**config.mk**
```make
export PLATFORM = sky130hd
export DESIGN_NAME = cps_core
export DESIGN_NICKNAME = d
export VERILOG_FILES = /design/src/logic/cps_pkg.sv /design/src/logic/cps_core.sv
export VERILOG_INCLUDE_DIRS = /design/src /design/src/logic
export SDC_FILE = /design/constraint.sdc
export NUM_CORES = 1
export LEC_CHECK = 0
export BUFFER_PORTS_ARGS = -buffer_cell sky130_fd_sc_hd__buf_2
export CORE_MARGIN = 5
export CORE_UTILIZATION = 52
export CTS_CLUSTER_SIZE = 20
export DETAILED_ROUTE_END_ITERATION = 7
export PLACE_DENSITY = 0.8
export RECOVER_POWER = 25
export SYNTH_ARGS = -nofsm -noshare
export SYNTH_HDL_FRONTEND = slang
export SYNTH_SLANG_ARGS = --single-unit
```
**constraint.sdc**
```tcl
create_clock -name i_sys_clk -period 2.95 [get_ports i_sys_clk]
set_input_delay 0.295 -clock i_sys_clk [delete_from_list [all_inputs] [get_ports i_sys_clk]]
set_output_delay 0.295 -clock i_sys_clk [all_outputs]
set_load 0.005 [all_outputs]
```
**src/logic/cps_regs.svh**
```systemverilog
/*
  register offsets, bit positions, reset values, ip increment and interrupt vector for the core
  sequencing block. assumes it is included by its bare name.
*/
`ifndef CPS_REGS_SVH
`define CPS_REGS_SVH

// software port map
`define CPS_ADDR_DEREF   8'h00
`define CPS_ADDR_IPLOW   8'h02
`define CPS_ADDR_STATUS  8'h03
`define CPS_ADDR_POINTER 8'h04
`define CPS_ADDR_IPHOLD  8'h0A

// status bit positions
`define CPS_ST_MSB  0
`define CPS_ST_NIB  1
`define CPS_ST_ZERO 2
`define CPS_ST_PD   3
`define CPS_ST_TO   4
`define CPS_ST_BANK_HI 7
`define CPS_ST_BANK_LO 5

// holding register field positions
`define CPS_HOLD_TOP 4
`define CPS_HOLD_JMP 3

// reset values, ip increment and interrupt vector
`define CPS_IP_RST     13'h0000
`define CPS_HOLD_RST   5'h00
`define CPS_PTR_RST    8'h00
`define CPS_BANK_RST   3'h0
`define CPS_TO_RST     1'b1
`define CPS_PD_RST     1'b1
`define CPS_FLAG_RST   1'b0
`define CPS_ZERO_BYTE  8'h00
`define CPS_ONE_IP     13'h0001
`define CPS_VEC_IP     13'h0004

`endif

```
**src/logic/cps_pkg.sv**
```systemverilog
/*
  types shared by the core sequencing block: ALU and control operations.
  assumes nothing of its surroundings.
*/
package cps_pkg;
  typedef enum logic [3:0] {
    CPS_OP_NONE,
    CPS_OP_ADD,
    CPS_OP_SUB,
    CPS_OP_LOGIC,
    CPS_OP_ROR,
    CPS_OP_ROL,
    CPS_OP_KICK,
    CPS_OP_SLEEP,
    CPS_OP_WDT_TIMEOUT
  } cps_op_t;

  typedef enum logic [2:0] {
    CPS_FLOW_STEP,
    CPS_FLOW_JUMP,
    CPS_FLOW_CALL,
    CPS_FLOW_RETURN,
    CPS_FLOW_IRQ,
    CPS_FLOW_HOLD
  } cps_flow_t;
endpackage

```
**src/logic/cps_core.sv**
```systemverilog
/*
  status flags, program counter, circular return stack and pointer
  indirection of a small 8-bit core. assumes instruction decode drives
  the op, flow and data inputs one cycle per instruction, and that the
  data memory outside answers the effective address combinationally.
*/
// Our own choices: the address-and-strobe port and the register addresses.
`timescale 1ns/1ps
`include "cps_regs.svh"

module cps_core #(
  parameter int IP_W = 13,
  parameter int DEPTH = 8,
  parameter int TGT_W = 11
) (
  input wire logic i_sys_clk,
  input wire logic i_rst,
  input wire cps_pkg::cps_op_t i_op,
  input wire cps_pkg::cps_flow_t i_flow,
  input wire logic [7:0] i_opa,
  input wire logic [7:0] i_opb,
  input wire logic [TGT_W-1:0] i_target,
  input wire logic [7:0] i_addr,
  input wire logic [7:0] i_wdata,
  input wire logic i_wr,
  input wire logic i_rd,
  input wire logic [7:0] i_mem_rdata,
  output logic [7:0] o_rdata,
  output logic [7:0] o_alu_result,
  output logic [IP_W-1:0] o_ip,
  output logic [8:0] o_mem_addr,
  output logic [7:0] o_mem_wdata,
  output logic o_mem_wr
);
  import cps_pkg::*;

  localparam int PW = $clog2(DEPTH);

  logic [7:0] status_v;
  logic [2:0] bank_q;
  logic to_q;
  logic pd_q;
  logic zero_q;
  logic nib_q;
  logic msb_q;
  logic status_wr;
  logic iplow_wr;
  logic hold_wr;
  logic ptr_wr;
  logic zero_op;
  logic push;
  logic pop;
  logic [IP_W-1:0] ip_q;
  logic [IP_W-1:0] ip_d;
  logic [4:0] hold_q;
  logic [7:0] ptr_q;
  logic [IP_W-1:0] stack_q [DEPTH];
  logic [PW-1:0] sp_q;
  logic [7:0] res;
  logic nib_c;
  logic msb_c;
  logic flag_op;
  logic deref;
  logic self_ref;

  // subtraction is a + ~b + 1, so carries read as inverted borrow
  function automatic logic [8:0] add_c(input logic [7:0] a, input logic [7:0] b,
                                       input logic cin);
    add_c = {1'b0, a} + {1'b0, b} + {8'h00, cin};
  endfunction

  function automatic logic [4:0] nib_add(input logic [3:0] a, input logic [3:0] b,
                                         input logic cin);
    nib_add = {1'b0, a} + {1'b0, b} + {4'h0, cin};
  endfunction

  // write decode shared by every register that software can load
  function automatic logic wr_hit(input logic wr, input logic [7:0] addr,
                                  input logic [7:0] target);
    wr_hit = wr && (addr == target);
  endfunction

  assign status_wr = wr_hit(i_wr, i_addr, `CPS_ADDR_STATUS);
  assign iplow_wr = wr_hit(i_wr, i_addr, `CPS_ADDR_IPLOW);
  assign hold_wr = wr_hit(i_wr, i_addr, `CPS_ADDR_IPHOLD);
  assign ptr_wr = wr_hit(i_wr, i_addr, `CPS_ADDR_POINTER);

  // rotates leave the zero flag alone, only these ops judge the result
  assign zero_op = (i_op == CPS_OP_ADD) || (i_op == CPS_OP_SUB) || (i_op == CPS_OP_LOGIC);

  // push and pop are actions of the flow code, never explicit operations
  assign push = (i_flow == CPS_FLOW_CALL) || (i_flow == CPS_FLOW_IRQ);
  assign pop = (i_flow == CPS_FLOW_RETURN);

  // status is assembled from its per-bit owners; each bit has one writer
  assign status_v = {bank_q, to_q, pd_q, zero_q, nib_q, msb_q};

  always_comb begin
    logic [8:0] sum;
    logic [4:0] nib;
    logic [7:0] opb_x;
    logic cin;
    sum = 9'h000;
    nib = 5'h00;
    cin = (i_op == CPS_OP_SUB);
    opb_x = cin ? ~i_opb : i_opb;
    res = i_opa;
    nib_c = nib_q;
    msb_c = msb_q;
    flag_op = 1'b1;
    case (i_op)
      CPS_OP_ADD, CPS_OP_SUB: begin
        sum = add_c(i_opa, opb_x, cin);
        nib = nib_add(i_opa[3:0], opb_x[3:0], cin);
        res = sum[7:0];
        nib_c = nib[4];
        msb_c = sum[8];
      end
      CPS_OP_LOGIC: begin
        res = i_opa;
      end
      CPS_OP_ROR: begin
        res = {msb_q, i_opa[7:1]};
        msb_c = i_opa[0];
      end
      CPS_OP_ROL: begin
        res = {i_opa[6:0], msb_q};
        msb_c = i_opa[7];
      end
      default: begin
        flag_op = 1'b0;
      end
    endcase
  end

  assign deref = (i_addr == `CPS_ADDR_DEREF);
  assign self_ref = deref && (ptr_q == `CPS_ADDR_DEREF);

  // bank selects are plain storage; nothing in this block decodes them
  always_ff @(posedge i_sys_clk or posedge i_rst) begin
    if (i_rst) begin
      bank_q <= `CPS_BANK_RST;
    end else if (status_wr) begin
      bank_q <= i_wdata[`CPS_ST_BANK_HI:`CPS_ST_BANK_LO];
    end
  end

  // expiry flag: only operations move it, software writes never reach it
  always_ff @(posedge i_sys_clk or posedge i_rst) begin
    if (i_rst) begin
      to_q <= `CPS_TO_RST;
    end else begin
      case (i_op)
        CPS_OP_KICK, CPS_OP_SLEEP: begin
          to_q <= 1'b1;
        end
        CPS_OP_WDT_TIMEOUT: begin
          to_q <= 1'b0;
        end
        default: begin
        end
      endcase
    end
  end

  // power-down flag: reset stands in for power-up
  always_ff @(posedge i_sys_clk or posedge i_rst) begin
    if (i_rst) begin
      pd_q <= `CPS_PD_RST;
    end else begin
      case (i_op)
        CPS_OP_KICK: begin
          pd_q <= 1'b1;
        end
        CPS_OP_SLEEP: begin
          pd_q <= 1'b0;
        end
        default: begin
        end
      endcase
    end
  end

  // a flag op in the same cycle as a status write wins over the write
  always_ff @(posedge i_sys_clk or posedge i_rst) begin
    if (i_rst) begin
      zero_q <= `CPS_FLAG_RST;
    end else if (zero_op) begin
      zero_q <= (res == `CPS_ZERO_BYTE);
    end else if (status_wr && !flag_op) begin
      zero_q <= i_wdata[`CPS_ST_ZERO];
    end
  end

  always_ff @(posedge i_sys_clk or posedge i_rst) begin
    if (i_rst) begin
      nib_q <= `CPS_FLAG_RST;
    end else if (flag_op) begin
      nib_q <= nib_c;
    end else if (status_wr) begin
      nib_q <= i_wdata[`CPS_ST_NIB];
    end
  end

  always_ff @(posedge i_sys_clk or posedge i_rst) begin
    if (i_rst) begin
      msb_q <= `CPS_FLAG_RST;
    end else if (flag_op) begin
      msb_q <= msb_c;
    end else if (status_wr) begin
      msb_q <= i_wdata[`CPS_ST_MSB];
    end
  end

  // the stack never touches the holding register
  always_ff @(posedge i_sys_clk or posedge i_rst) begin
    if (i_rst) begin
      hold_q <= `CPS_HOLD_RST;
    end else if (hold_wr) begin
      hold_q <= i_wdata[`CPS_HOLD_TOP:0];
    end
  end

  // the pointer is free for software; indirection reads it every cycle
  always_ff @(posedge i_sys_clk or posedge i_rst) begin
    if (i_rst) begin
      ptr_q <= `CPS_PTR_RST;
    end else if (ptr_wr) begin
      ptr_q <= i_wdata;
    end
  end

  // next pointer; a low-byte write loads the upper bits from the holding register
  always_comb begin
    ip_d = ip_q + `CPS_ONE_IP;
    case (i_flow)
      CPS_FLOW_JUMP, CPS_FLOW_CALL: begin
        ip_d = {hold_q[`CPS_HOLD_TOP:`CPS_HOLD_JMP], i_target};
      end
      CPS_FLOW_RETURN: begin
        ip_d = stack_q[sp_q - PW'(1)];
      end
      CPS_FLOW_IRQ: begin
        ip_d = `CPS_VEC_IP;
      end
      CPS_FLOW_HOLD: begin
        ip_d = ip_q;
      end
      default: begin
      end
    endcase
    // a low-byte write outranks the flow code of the same cycle
    if (iplow_wr) begin
      ip_d = {hold_q, i_wdata};
    end
  end

  always_ff @(posedge i_sys_clk or posedge i_rst) begin
    if (i_rst) begin
      ip_q <= `CPS_IP_RST;
    end else begin
      ip_q <= ip_d;
    end
  end

  // circular stack: pointer wraps silently, no overflow flag
  always_ff @(posedge i_sys_clk or posedge i_rst) begin
    if (i_rst) begin
      sp_q <= '0;
    end else if (push) begin
      sp_q <= sp_q + PW'(1);
    end else if (pop) begin
      sp_q <= sp_q - PW'(1);
    end
  end

  // return address is the instruction after the call, or the interrupted one
  always_ff @(posedge i_sys_clk) begin
    if (i_flow == CPS_FLOW_CALL) begin
      stack_q[sp_q] <= ip_q + `CPS_ONE_IP;
    end else if (i_flow == CPS_FLOW_IRQ) begin
      stack_q[sp_q] <= ip_q;
    end
  end

  // software read port, data one cycle after the strobe
  always_ff @(posedge i_sys_clk or posedge i_rst) begin
    if (i_rst) begin
      o_rdata <= `CPS_ZERO_BYTE;
    end else if (i_rd) begin
      case (i_addr)
        `CPS_ADDR_DEREF: o_rdata <= self_ref ? `CPS_ZERO_BYTE : i_mem_rdata;
        `CPS_ADDR_IPLOW: o_rdata <= ip_q[7:0];
        `CPS_ADDR_STATUS: o_rdata <= status_v;
        `CPS_ADDR_POINTER: o_rdata <= ptr_q;
        `CPS_ADDR_IPHOLD: o_rdata <= {3'h0, hold_q};
        default: o_rdata <= i_mem_rdata;
      endcase
    end else begin
      o_rdata <= `CPS_ZERO_BYTE;
    end
  end

  // memory side: indirect accesses carry the pointer, bank bit forced zero
  always_ff @(posedge i_sys_clk or posedge i_rst) begin
    if (i_rst) begin
      o_mem_addr <= 9'h000;
      o_mem_wdata <= `CPS_ZERO_BYTE;
      o_mem_wr <= 1'b0;
      o_alu_result <= `CPS_ZERO_BYTE;
      o_ip <= `CPS_IP_RST;
    end else begin
      o_mem_addr <= deref ? {1'b0, ptr_q} : {1'b0, i_addr};
      o_mem_wdata <= i_wdata;
      o_mem_wr <= i_wr && !self_ref;
      o_alu_result <= res;
      o_ip <= ip_d;
    end
  end
endmodule

```
-- Word level (Yosys, flattened, before mapping)
Memories as Yosys holds them, arrays and structs flattened.
Index checks and enable logic that the tools add are counted.
Widths: inputs -> output; s select.
- reductions and logical operators: 26
- equality and inequality tests: 20
- add/subtract/negate cells: 7
- bitwise logic cells: 2
- muxes and demuxes: 27
- operators by type and width (kind ; count):
    $pmux 13 s4 ; 1
    $pmux 8 s5 ; 1
    $mux 8 ; 4
    $mux 13 ; 2
    $logic_not 8->1 ; 3
    $pmux 8 s3 ; 1
    $eq 4x3->1 const B ; 4
    $eq 8x2->1 const B ; 2
    $add 13x1->13 const B ; 1
    $mux 1 ; 13
    $reduce_bool 2->1 ; 5
    $add 8x8->9 ; 1
    $add 9x1->9 ; 1
    $eq 4x2->1 const B ; 2
    $eq 8x3->1 const B ; 1
    $eq 8x4->1 const B ; 1
    $not 8->8 ; 1
    $logic_and 1x1->1 ; 7
    $eq 3x2->1 const B ; 2
    $eq 3x3->1 const B ; 2
    $mux 3 ; 2
    $reduce_or 2->1 ; 3
    $add 4x4->5 ; 1
    $add 5x1->5 ; 1
    15 further kinds ; 20
- memories: 1
- input bits: 62
- output and inout port bits: 47
- register bits after elaboration: 70
- logic and storage cells: 98
- bits in writable memories: 104
- memories (name ; words ; width ; rd ports ; clocked after memory_dff ; write ports ; RTL line ; source):
    stack_q ; 8 ; 13 ; 1 ; 0 ; 1 ; cps_core.sv:57 ; logic [IP_W-1:0] stack_q [DEPTH];

-- Logic depth before layout (Yosys ltp)
Gate-level depths: netlist (run 1).
- depth in word-level cells: 7
- gate-level depth with buffers: 12
- gate-level depth less buffers: 9

-- Worst setup path before layout (run 1)
OpenSTA, ideal clock, no wires.
- path kind: input-to-reg
- from: in i_op[3]
- to: reg zero_q
- library setup time: 0.101 ns
- data required time: 2.849 ns
- stages: 11
- arrival: 2.862 ns
- slack: -0.013 ns
- path buffers: 2
- cells stage by stage: buf_6 > or4b_4 > buf_6 > xnor2_1 > fa_1 > a21o_1 > a221oi_1 > xnor2_1 > a211oi_1 > o211ai_1 > o32ai_1
- word-level cells in the longest chain between the ends: 7
- elaborated cells on any way between the ends: 19
- classes of those cells: add/sub: 2; eq/ne: 5; mux: 4; reduce/logical: 8
- ends and longest elaborated chain (element ; RTL line ; source):
    start, declared ; cps_core.sv:18 ; input wire cps_pkg::cps_op_t i_op,
    $eq 4x2->1 ; cps_core.sv:89, cps_core.sv:105, cps_core.sv:111 ;
    $mux 8 ; cps_core.sv:106 ; opb_x = cin ? ~i_opb : i_opb;
    $add 8x8->9 ; cps_core.sv:69 ; add_c = {1'b0, a} + {1'b0, b} + {8'h00, cin};
    $add 9x1->9 ; cps_core.sv:69 ;
    $pmux 8 s3 ; cps_core.sv:111 ; case (i_op)
    $logic_not 8->1 (no source line) ; n/a ;
    $mux 1 ; cps_core.sv:188 ; end else if (zero_op) begin
    end signal, assigned ; cps_core.sv:187 ; zero_q <= `CPS_FLAG_RST;
    end signal, assigned ; cps_core.sv:189 ; zero_q <= (res == `CPS_ZERO_BYTE);
    end signal, assigned ; cps_core.sv:191 ; zero_q <= i_wdata[`CPS_ST_ZERO];
    end, declared ; cps_core.sv:43 ; logic zero_q;
Several ways; a longest one is shown, not always the timed one.
A chain may end at the register's enable or synchronous reset.

-- Final worst setup path (run 1)
- from: reg sp_q[1]
- to: reg o_ip[12]
- word-level cells in the longest chain between the ends: 4
- ends and longest elaborated chain (element ; RTL line ; source):
    start, declared ; cps_core.sv:58 ; logic [PW-1:0] sp_q;
    start signal, assigned ; cps_core.sv:271 ; sp_q <= sp_q + PW'(1);
    start signal, assigned ; cps_core.sv:273 ; sp_q <= sp_q - PW'(1);
    $sub 3x1->3 ; cps_core.sv:241 ; ip_d = stack_q[sp_q - PW'(1)];
    $mem_v2 8x13 ; n/a ;
    $pmux 13 s4 ; cps_core.sv:236 ; case (i_flow)
    $mux 13 ; cps_core.sv:253 ; if (iplow_wr) begin
    end signal, assigned ; cps_core.sv:311 ; o_ip <= `CPS_IP_RST;
    end signal, assigned ; cps_core.sv:317 ; o_ip <= ip_d;
    end, declared ; cps_core.sv:30 ; output logic [IP_W-1:0] o_ip,
Every way passes these cells.

==> impl_metrics.yaml, run 1 <==
detailed_routing:
  detail-route-antenna-nets: 0
  drc: 0
  drt-wirelength-per-cell_um: 21.27
  drt-pass1-iter-count: 7
  drt-initial-drc-count: 536
  vias_per_cell: 6.079
  drt_wl_total_um: 21300
  vias: 6085
placement:
  place.gp.congestion: 0.9315
  place_ws_ns: -0.03137
  dpl.hpwl_um: 15220
  portBuffers: 107
  dpl_cell_area_um2: 9333
outcome:
  status: "complete, no violations"
yosys:
  ys_types: 73
  synth_nets: 727
  synth-seq-cells: 174
  synth_edf_count: 104
  synth_ff_type: "edfxtp_1"
  synthesis.area_um2: 8447
  syn_inst: 652
  seq_area_frac_synth_pct: 57.74
  yosysWarnings: 0
  async_flop_share_pct: 40.23
  syn_avg_cell_area_um2: 12.96
timing:
  fmax_mhz: 382.4
  setup_viol: 0
  relSlewSlack_pct: 2.512
  period_share_pct: 88.66
  fin_tns_setup_ns: 0
  rsz0062_at_grt: "no"
  worst_slew_pin_slew_ns: 1.462
  fin_ws_ns: 0.3346
  fin_skew_ns: 0.005932
  slew_violations: 0
  hold_viol: 0
  whs_ns: 0.05190
  fin_crit_ns: 2.615
setup_path:
  r2r_start: "sp_q[1]"
  r2r_setup_slack_ns: 0.33
  cp-start-kind: "register"
  path_delay_family: "compound AO/OA/AOI/OAI gates"
  crit_fanout: 12
  cp.required_ns: 3.27
  critPathKind: "register to register"
  worstRegToRegCells: 9
  slowest_stage: "dfrtp_1"
  path_cells: "inv_1, ha_1, buf_4, mux4_2, mux2i_1, a211oi_1, a311o_1, o21ai_0, a21oi_1"
  reg2reg_to: "o_ip[12]"
  arrival_ns: 2.94
  cp_num_buf_inv: 2
  critical-path-max-stage-delay_ns: 0.50
  cp-end-kind: "register"
global_routing:
  grt.total_usage_pct: 23.40
  overflow: 0
  grt_pass1_vias: 6141
  grt_max_degree: 61
  grt_first_pass_wirelength_um: 33340
  antenna_found_initial: 0
final_layout:
  drive_gt1_share_pct: 26.62
  antenna_cells: 0
  final_cell_area_um2: 9899
  syn_to_final_growth_pct: 17.20
  layout_common_cells: "edfxtp_1 (104), buf_2 (89), dfrtp_1 (68)"
  layout.nets: 847
  final_common_cell: "edfxtp_1"
cts:
  cts_tree: "done"
  clockBufferDepth: 2
  cts_root_buf: "clkbuf_16"
  clock_sinks: 174
  path_clk_slew_ns: 0.07
  numCtsBuffers: 17
  clk_latency_ns: 0.43
  cts.htree.levels: 4
power_and_ir_drop:
  combPwrFrac_pct: 30.7
  power_density_nw_per_um2: 812.0
  vdd_drop_max_uv: 499.9
  clockPowerShare_pct: 28.1
  p_leak_nw: 3.987
  power_mw: 8.039
  seqPwrFrac_pct: 41.1
  internal_power_mw: 5.439
  net-switching-power_mw: 2.599
  power_switching_share_pct: 32.33
min_path:
  hold_path_depth: 1
  min_path_type: "primary input to register"
  min_to: "o_mem_wdata[5]"
  min-delay-start: "i_wdata[5]"
run:
  drv_cap: 0
floorplanning:
  coreArea_um2: 15890
  die_w_um: 137.5
  die_area_um2: 18890
  ios: 109
  rows: 46
  die_h_um: 137.5
  initial_core_util_pct: 53.17
[what timing repair did]
action / CTS / global route
gates resized for setup: 0 / 0
setup buffers: 0 / 0
endpoints found under the hold margin: 10 / 0
hold buffers: 1 / 0
[worst max-delay path by stage]
stage | startpoint | cells past startpoint | slack (ns) | endpoint
after floorplan | i_op[3] | 11 | 0.05 | zero_q
after global placement | i_op[3] | 10 | 0.02 | zero_q
after detailed placement | i_op[3] | 10 | -0.03 | zero_q
after CTS | sp_q[1] | 9 | 0.39 | o_ip[12]
after global routing | sp_q[1] | 9 | 0.22 | o_ip[12]
final | sp_q[1] | 9 | 0.33 | o_ip[12]
[power by group through the flow]
| stage | clock network, mW | logic, mW | registers (mW) |
|---|---|---|---|
| 2_1_floorplan | 0 | 1.78 | 3.20 |
| 3_3_place_gp | 0 | 2.37 | 3.32 |
| 3_5_place_dp | 0 | 2.45 | 3.34 |
| 4_1_cts | 2.28 | 2.49 | 3.30 |
| 5_1_grt | 2.42 | 2.68 | 3.33 |
| 6_report | 2.26 | 2.47 | 3.31 |
[area by class of cell]
| class | count | area, µm² |
|---|---|---|
| Multi-Input combinational cell | 424 | 3337 |
| Clock buffer | 17 | 425.4 |
| Tap cell | 216 | 270.3 |
| Sequential cell | 174 | 4877 |
| Clock inverter | 15 | 172.7 |
| Timing Repair Buffer | 141 | 764.5 |
| Fill cell | 1191 | 5986 |
| Inverter | 14 | 52.55 |
[metal layers]
layer  GRT usage [%]  vias to the layer above  wire length [µm]
li1                -                     2730                 -
met1           28.76                     2988              8137
met2           40.21                      309             10880
met3           5.551                       58              1593
met4           8.758                        0               682
met5               0                        -                 0
[kinds of logic (layout without fill, tap and decap cells)]
logic type               after synthesis  in the layout  synth area share (%)
flip-flops                           174            174                 57.74
AND/OR/NAND/NOR                      166            166                 9.658
AO/OA/AOI/OAI                        143            143                 12.16
multiplexers                          63             63                 11.61
buffers and inverters                 54            187                 2.829
XOR/XNOR                              38             38                 3.940
adder cells (fa/ha/maj)               13             13                 2.014
other                                  1              1               0.04440
[through the flow]
stage / util, % / std cells
after floorplan: - / 652
after global placement: 58.75 / 968
after detailed placement: 58.75 / 968
after CTS: 62.58 / 1001
after global routing: 62.32 / 1001
final: 62.32 / 1001
[state kept, by name, indices dropped and copies added (netlist names)]
signal	cells
to_q	1
stack_q	104
nib_q	1
pd_q	1
ptr_q	8
hold_q	5
o_mem_wr	1
o_mem_addr	8
o_mem_wdata	8
o_ip	13
sp_q	3
o_alu_result	8
msb_q	1
o_rdata	8
bank_q	3
zero_q	1
[Yosys cell counts, drive strengths merged (3+ instances only)]
master | n | area, µm²
mux4 | 26 | 585.6
nand2 | 53 | 198.9
buf | 19 | 107.6
mux2 | 17 | 195.2
a221oi | 9 | 78.83
nor4b | 3 | 26.28
nor2 | 43 | 171.4
xnor2 | 28 | 245.2
dfrtp | 68 | 1702
a22o | 6 | 52.55
nand2b | 6 | 37.54
mux2i | 20 | 200.2
a211oi | 8 | 60.06
o21ai | 21 | 105.1
nand4 | 5 | 31.28
or2 | 4 | 25.02
nor4 | 5 | 31.28
edfxtp | 104 | 3123
a31oi | 5 | 31.28
o211ai | 7 | 66.31
and3 | 7 | 43.79
a222oi | 3 | 30.03
o22ai | 6 | 37.54
xor2 | 10 | 87.58
a21o | 13 | 97.59
a21oi | 25 | 125.1
nor3b | 7 | 52.55
nor2b | 5 | 31.28
nor3 | 11 | 55.05
a21boi | 8 | 60.06
nand3 | 10 | 55.05
clkbuf | 21 | 78.83
a22oi | 5 | 37.54
o221ai | 4 | 35.03
ha | 12 | 150.1
inv | 13 | 48.80
(Power assumes the default switching activity.)
==> run 2: changes to the inputs <==
Settings changed: GPL_TIMING_DRIVEN from default to 0.
==> impl_metrics.yaml, run 2 (synthesized netlist as in run 1, its figures left out) <==
setup_path:
  cp-start-kind: "register"
  cp_num_buf_inv: 5
  path_cells: "buf_6, buf_8, inv_1, ha_1, buf_6, clkbuf_4, mux4_2, mux2i_2, o221ai_1, mux2i_1, a21oi_1"
  path_delay_family: "buffers and inverters"
  critPathKind: "register to register"
  r2r_setup_slack_ns: 0.16
  slowest_stage: "dfrtp_1"
  worstRegToRegCells: 11
  cp.depth: 11
  critical-path-max-stage-delay_ns: 0.37
  cp.required_ns: 3.27
  crit_fanout: 10
  r2r_start: "sp_q[0]"
  path_common_cell: "buf_6"
  reg2reg_to: "o_ip[5]"
  arrival_ns: 3.12
  cp-end-kind: "register"
cts:
  cts.htree.levels: 4
  clk_latency_ns: 0.44
  clock_sinks: 174
  hold_buffers: 0
  numCtsBuffers: 17
  cts_root_buf: "clkbuf_16"
  path_clk_slew_ns: 0.06
  clockBufferDepth: 2
  cts_tree: "done"
power_and_ir_drop:
  power_density_nw_per_um2: 800.5
  power_mw: 7.886
  power_switching_share_pct: 33.06
  vdd_drop_max_uv: 503.6
  seqPwrFrac_pct: 40.9
  combPwrFrac_pct: 33.7
  p_leak_nw: 3.912
  internal_power_mw: 5.279
  clockPowerShare_pct: 25.4
  net-switching-power_mw: 2.607
placement:
  place.gp.congestion: 0.9459
  place_ws_ns: -0.7444
  dpl_cell_area_um2: 9296
  portBuffers: 104
  dpl.hpwl_um: 15620
floorplanning:
  die_w_um: 137.5
  ios: 109
  die_h_um: 137.5
  initial_core_util_pct: 53.17
  coreArea_um2: 15890
  rows: 46
  die_area_um2: 18890
global_routing:
  grt_pass1_vias: 6240
  grt_busiest_layer: "met2"
  grt_first_pass_wirelength_um: 33150
  gr-usage-met1_pct: 27.85
  overflow: 0
  use_met3_pct: 5.515
  antenna_found_initial: 0
  grt.total_usage_pct: 23.42
  grt_max_degree: 40
  use_met2_pct: 41.46
timing:
  period_share_pct: 94.72
  fin_skew_ns: 0.009693
  fin_crit_ns: 2.794
  rsz0062_at_grt: "no"
  slew_violations: 0
  fmax_mhz: 357.9
  whs_ns: 0.05558
  fin_ws_ns: 0.1559
  setup_viol: 0
  relSlewSlack_pct: 5.075
  worst_slew_pin_slew_ns: 1.422
  hold_viol: 0
min_path:
  min-delay-start: "i_wdata[6]"
  min_to: "o_mem_wdata[6]"
  min_path_type: "primary input to register"
  hold_path_depth: 1
final_layout:
  layout.nets: 854
  fillers: 1201
  final_cell_area_um2: 9851
  largest_reg_flops: 104
  multi_input_area_um2: 3373
  final_common_cell: "edfxtp_1"
  syn_to_final_growth_pct: 16.62
  layout_common_cells: "edfxtp_1 (104), buf_2 (94), dfrtp_1 (68)"
  drive_gt1_share_pct: 25.13
  reg.largest.list: "stack_q x104, o_ip x13"
  final_core_util_pct: 62.01
  largest-register: "stack_q"
  seq_area_um2: 4877
  antenna_cells: 0
run:
  drv_cap: 0
detailed_routing:
  detail-route-antenna-nets: 0
  vias_per_cell: 6.097
  drt-pass1-iter-count: 5
  drt-wirelength-per-cell_um: 21.20
  drc: 0
  drt_wl_total_um: 21370
  vias: 6146
  drt-initial-drc-count: 505
outcome:
  status: "complete, no violations"
## run 2: cell count changes in the layout (fill, tap and decap cells not counted), sizes merged
cell	before	now
inv	22	17
clkinv	4	7
dlygate4sd3	1	0
clkbuf	37	57
buf	120	108
bufinv	2	0
dlymetal6s4s	0	1
clkinvlp	1	4
## run 2: power groups by stage
stage / logic (mW) / registers (mW) / clock network, mW
final: 2.66 / 3.22 / 2.00
after global routing: 2.88 / 3.25 / 2.15
after CTS: 2.63 / 3.22 / 2.02
after detailed placement: 2.54 / 3.26 / 0
after global placement: 2.41 / 3.24 / 0
after floorplan: 1.78 / 3.20 / 0
## run 2: how the worst max path moves through the flow
stage	end	startpoint	slack, ns
finish	o_ip[5]	sp_q[0]	0.16
global route	o_ip[5]	sp_q[0]	0.007
CTS	o_ip[5]	sp_q[0]	0.04
detailed placement	o_ip[5]	sp_q[0]	-0.74
global placement	o_ip[2]	sp_q[0]	-0.55
floorplan	zero_q	i_op[3]	0.05
## run 2: through the flow
stage               TNS (ns)  cells
finish                     0   1008
global route               0   1008
CTS                        0   1007
detailed placement    -6.226    975
global placement      -13.36    972
floorplan                  0    652
## run 2: what timing repair did
item                                    CTS  global route
pin swaps                                 0             0
setup buffers                             0             0
endpoints found under the setup margin   14            13
gates resized for setup                  11             6
gates cloned                              0             0
## run 2: cell type report
| class | count | share of cell area, % |
|---|---|---|
| Tap cell | 216 | 2.744 |
| Inverter | 14 | 0.5335 |
| Buffer | 40 | 2.185 |
| Multi-Input combinational cell | 424 | 34.24 |
| Clock buffer | 18 | 4.357 |
| Sequential cell | 174 | 49.51 |
| Timing Repair Buffer | 108 | 5.500 |
| Clock inverter | 14 | 0.9272 |
## run 2: layer usage
layer | wire (µm) | part of all wire, %
met1 | 8087 | 38
met2 | 11170 | 52
met3 | 1493 | 7.0
met4 | 609 | 2.9
met5 | 0 | 0
==> run 3: changes to the inputs <==
Settings changed: CELL_PAD_IN_SITES_DETAIL_PLACEMENT from default to 2, CELL_PAD_IN_SITES_GLOBAL_PLACEMENT from default to 2, CORE_UTILIZATION 52 to 36.
==> impl_metrics.yaml, run 3 (synthesized netlist as in run 1, its figures left out) <==
setup_path:
  r2r_start: "o_ip[0]"
  cp.required_ns: 3.16
  critPathLaunch: "o_ip[0]"
  worstRegToRegCells: 6
  path_cells: "ha_1, nand3_1, nor3_2, and3_1, nand2_1, xnor2_2"
  slowest_stage: "dfrtp_1"
  r2r_setup_slack_ns: 0.12
  cp_num_buf_inv: 0
  critPathKind: "register to register"
  critical-path-max-stage-delay_ns: 0.65
  cp-end-kind: "register"
  path_delay_family: "simple AND/OR/NAND/NOR gates"
  reg2reg_to: "stack_q[2][12]"
  arrival_ns: 3.05
  crit_fanout: 8
  cp-start-kind: "register"
power_and_ir_drop:
  vdd_drop_max_uv: 434.0
  power_density_nw_per_um2: 842.4
  net-switching-power_mw: 3.035
  seqPwrFrac_pct: 38.1
  internal_power_mw: 5.525
  power_mw: 8.560
  p_leak_nw: 3.953
  clockPowerShare_pct: 27.0
  combPwrFrac_pct: 34.9
  power_switching_share_pct: 35.45
final_layout:
  seq_area_um2: 4877
  final_core_util_pct: 43.68
  largest_reg_flops: 104
  drive_gt1_share_pct: 26.73
  final_cell_area_um2: 10160
  largest-register: "stack_q"
  layout.nets: 855
  reg.largest.list: "stack_q x104, o_ip x13"
  final_common_cell: "edfxtp_1"
  syn_to_final_growth_pct: 20.29
  antenna_cells: 0
  fillers: 2402
  multi_input_area_um2: 3458
  layout_common_cells: "edfxtp_1 (104), buf_2 (89), dfrtp_1 (68)"
global_routing:
  antenna_found_initial: 1
  grt_first_pass_wirelength_um: 44060
  overflow: 0
  grt.total_usage_pct: 22.01
  grt_max_degree: 71
  grt_pass1_vias: 7187
floorplanning:
  initial_core_util_pct: 36.31
  rows: 56
  die_w_um: 163.2
  die_h_um: 163.2
  coreArea_um2: 23260
  die_area_um2: 26630
  ios: 109
detailed_routing:
  vias: 6390
  drt-pass1-iter-count: 5
  drt_wl_total_um: 28480
  vias_per_cell: 5.746
  drt-initial-drc-count: 410
  detail-route-antenna-nets: 0
  drt-wirelength-per-cell_um: 25.61
  drc: 0
run:
  drv_cap: 1
outcome:
  violations: "max-capacitance violations, max-slew violations"
  status: "finished, violations left"
min_path:
  min_to: "o_mem_addr[5]"
  min-delay-start: "i_addr[5]"
  min_path_type: "primary input to register"
  hold_path_depth: 2
placement:
  dpl.hpwl_um: 20270
  dpl_cell_area_um2: 9408
  portBuffers: 104
  place.gp.congestion: 0.8554
timing:
  setup_viol: 0
  fmax_mhz: 352.8
  hold_viol: 0
  relSlewSlack_pct: -1.360
  slew_violations: 71
  fin_tns_setup_ns: 0
  period_share_pct: 96.09
  fin_skew_ns: 0.009803
  fin_crit_ns: 2.835
  worst_slew_pin_slew_ns: 1.518
cts:
  numCtsBuffers: 17
  cts.htree.levels: 4
  cts_setup_buffers: 0
  clock_sinks: 174
  cts_root_buf: "clkbuf_16"
  cts_tree: "done"
  path_clk_slew_ns: 0.08
  clockBufferDepth: 2
  clk_latency_ns: 0.45
==> run 3: cell count changes in the layout (fill, tap and decap cells not counted), moves of 3 or more <==
cell / before / now
nor2_1: 41 / 35
nor2_2: 1 / 7
inv_8: 1 / 4
clkbuf_1: 39 / 43
clkinv_4: 0 / 3
buf_2: 94 / 89
clkinv_2: 3 / 0
clkinv_1: 4 / 1
==> run 3: worst max-delay path by stage <==
stage	endpoint	slack, ns	depth (start not counted)
floorplan	zero_q	0.05	11
global placement	o_ip[2]	-0.69	11
detailed placement	o_ip[2]	-0.91	11
CTS	o_ip[6]	0.01	11
global route	zero_q	-0.005	11
finish	stack_q[2][12]	0.12	6
==> run 3: final cells by class <==
type | count | share of cell area, %
plain buffers | 40 | 2.253
clock inverters | 15 | 1.662
flip-flops and latches | 174 | 48.00
clock buffers | 17 | 4.187
repair buffers | 109 | 5.418
multi-input cells | 424 | 34.04
well taps | 319 | 3.928
inverters | 14 | 0.5172
==> run 3: worst reg2reg max path, stage by stage, from the launching register on <==
cell and delay [ns]:
dfrtp_1 0.65, ha_1 0.31, nand3_1 0.27, nor3_2 0.58, and3_1 0.29, nand2_1 0.10, xnor2_2 0.39
==> run 3: stage by stage <==
step                      setup slack, ns  hold slack [ns]  std cells
final                              0.1152          0.03752       1112
after global routing            -0.005306          0.03803       1112
after CTS                         0.01076          0.02413       1111
after detailed placement          -0.9095           0.4724       1077
after global placement            -0.6914           0.4740       1075
after floorplan                   0.05433           0.3264        652
==> run 3: timing repair <==
item / 4_1_cts / 5_1_grt
endpoints found under the hold margin: 2 / 0
hold buffers: 2 / 0
cloned: 0 / 0
gates resized for setup: 20 / 9
setup endpoints to repair: 79 / 10
==> run 3: power groups by stage <==
stage / Sequential [mW] / Combinational, mW / Clock [mW]
after floorplan: 3.20 / 1.78 / 0
after global placement: 3.26 / 2.53 / 0
after detailed placement: 3.29 / 2.71 / 0
after CTS: 3.26 / 2.92 / 2.34
after global routing: 3.28 / 3.21 / 2.46
final: 3.26 / 2.98 / 2.31
==> run 3: layer usage <==
metal	GRT usage (%)	vias up	wire length, µm
met5	0	-	13
met4	7.663	2	689
met3	4.769	52	1600
met2	36.77	220	14190
met1	28.45	3368	11980
li1	-	2748	-
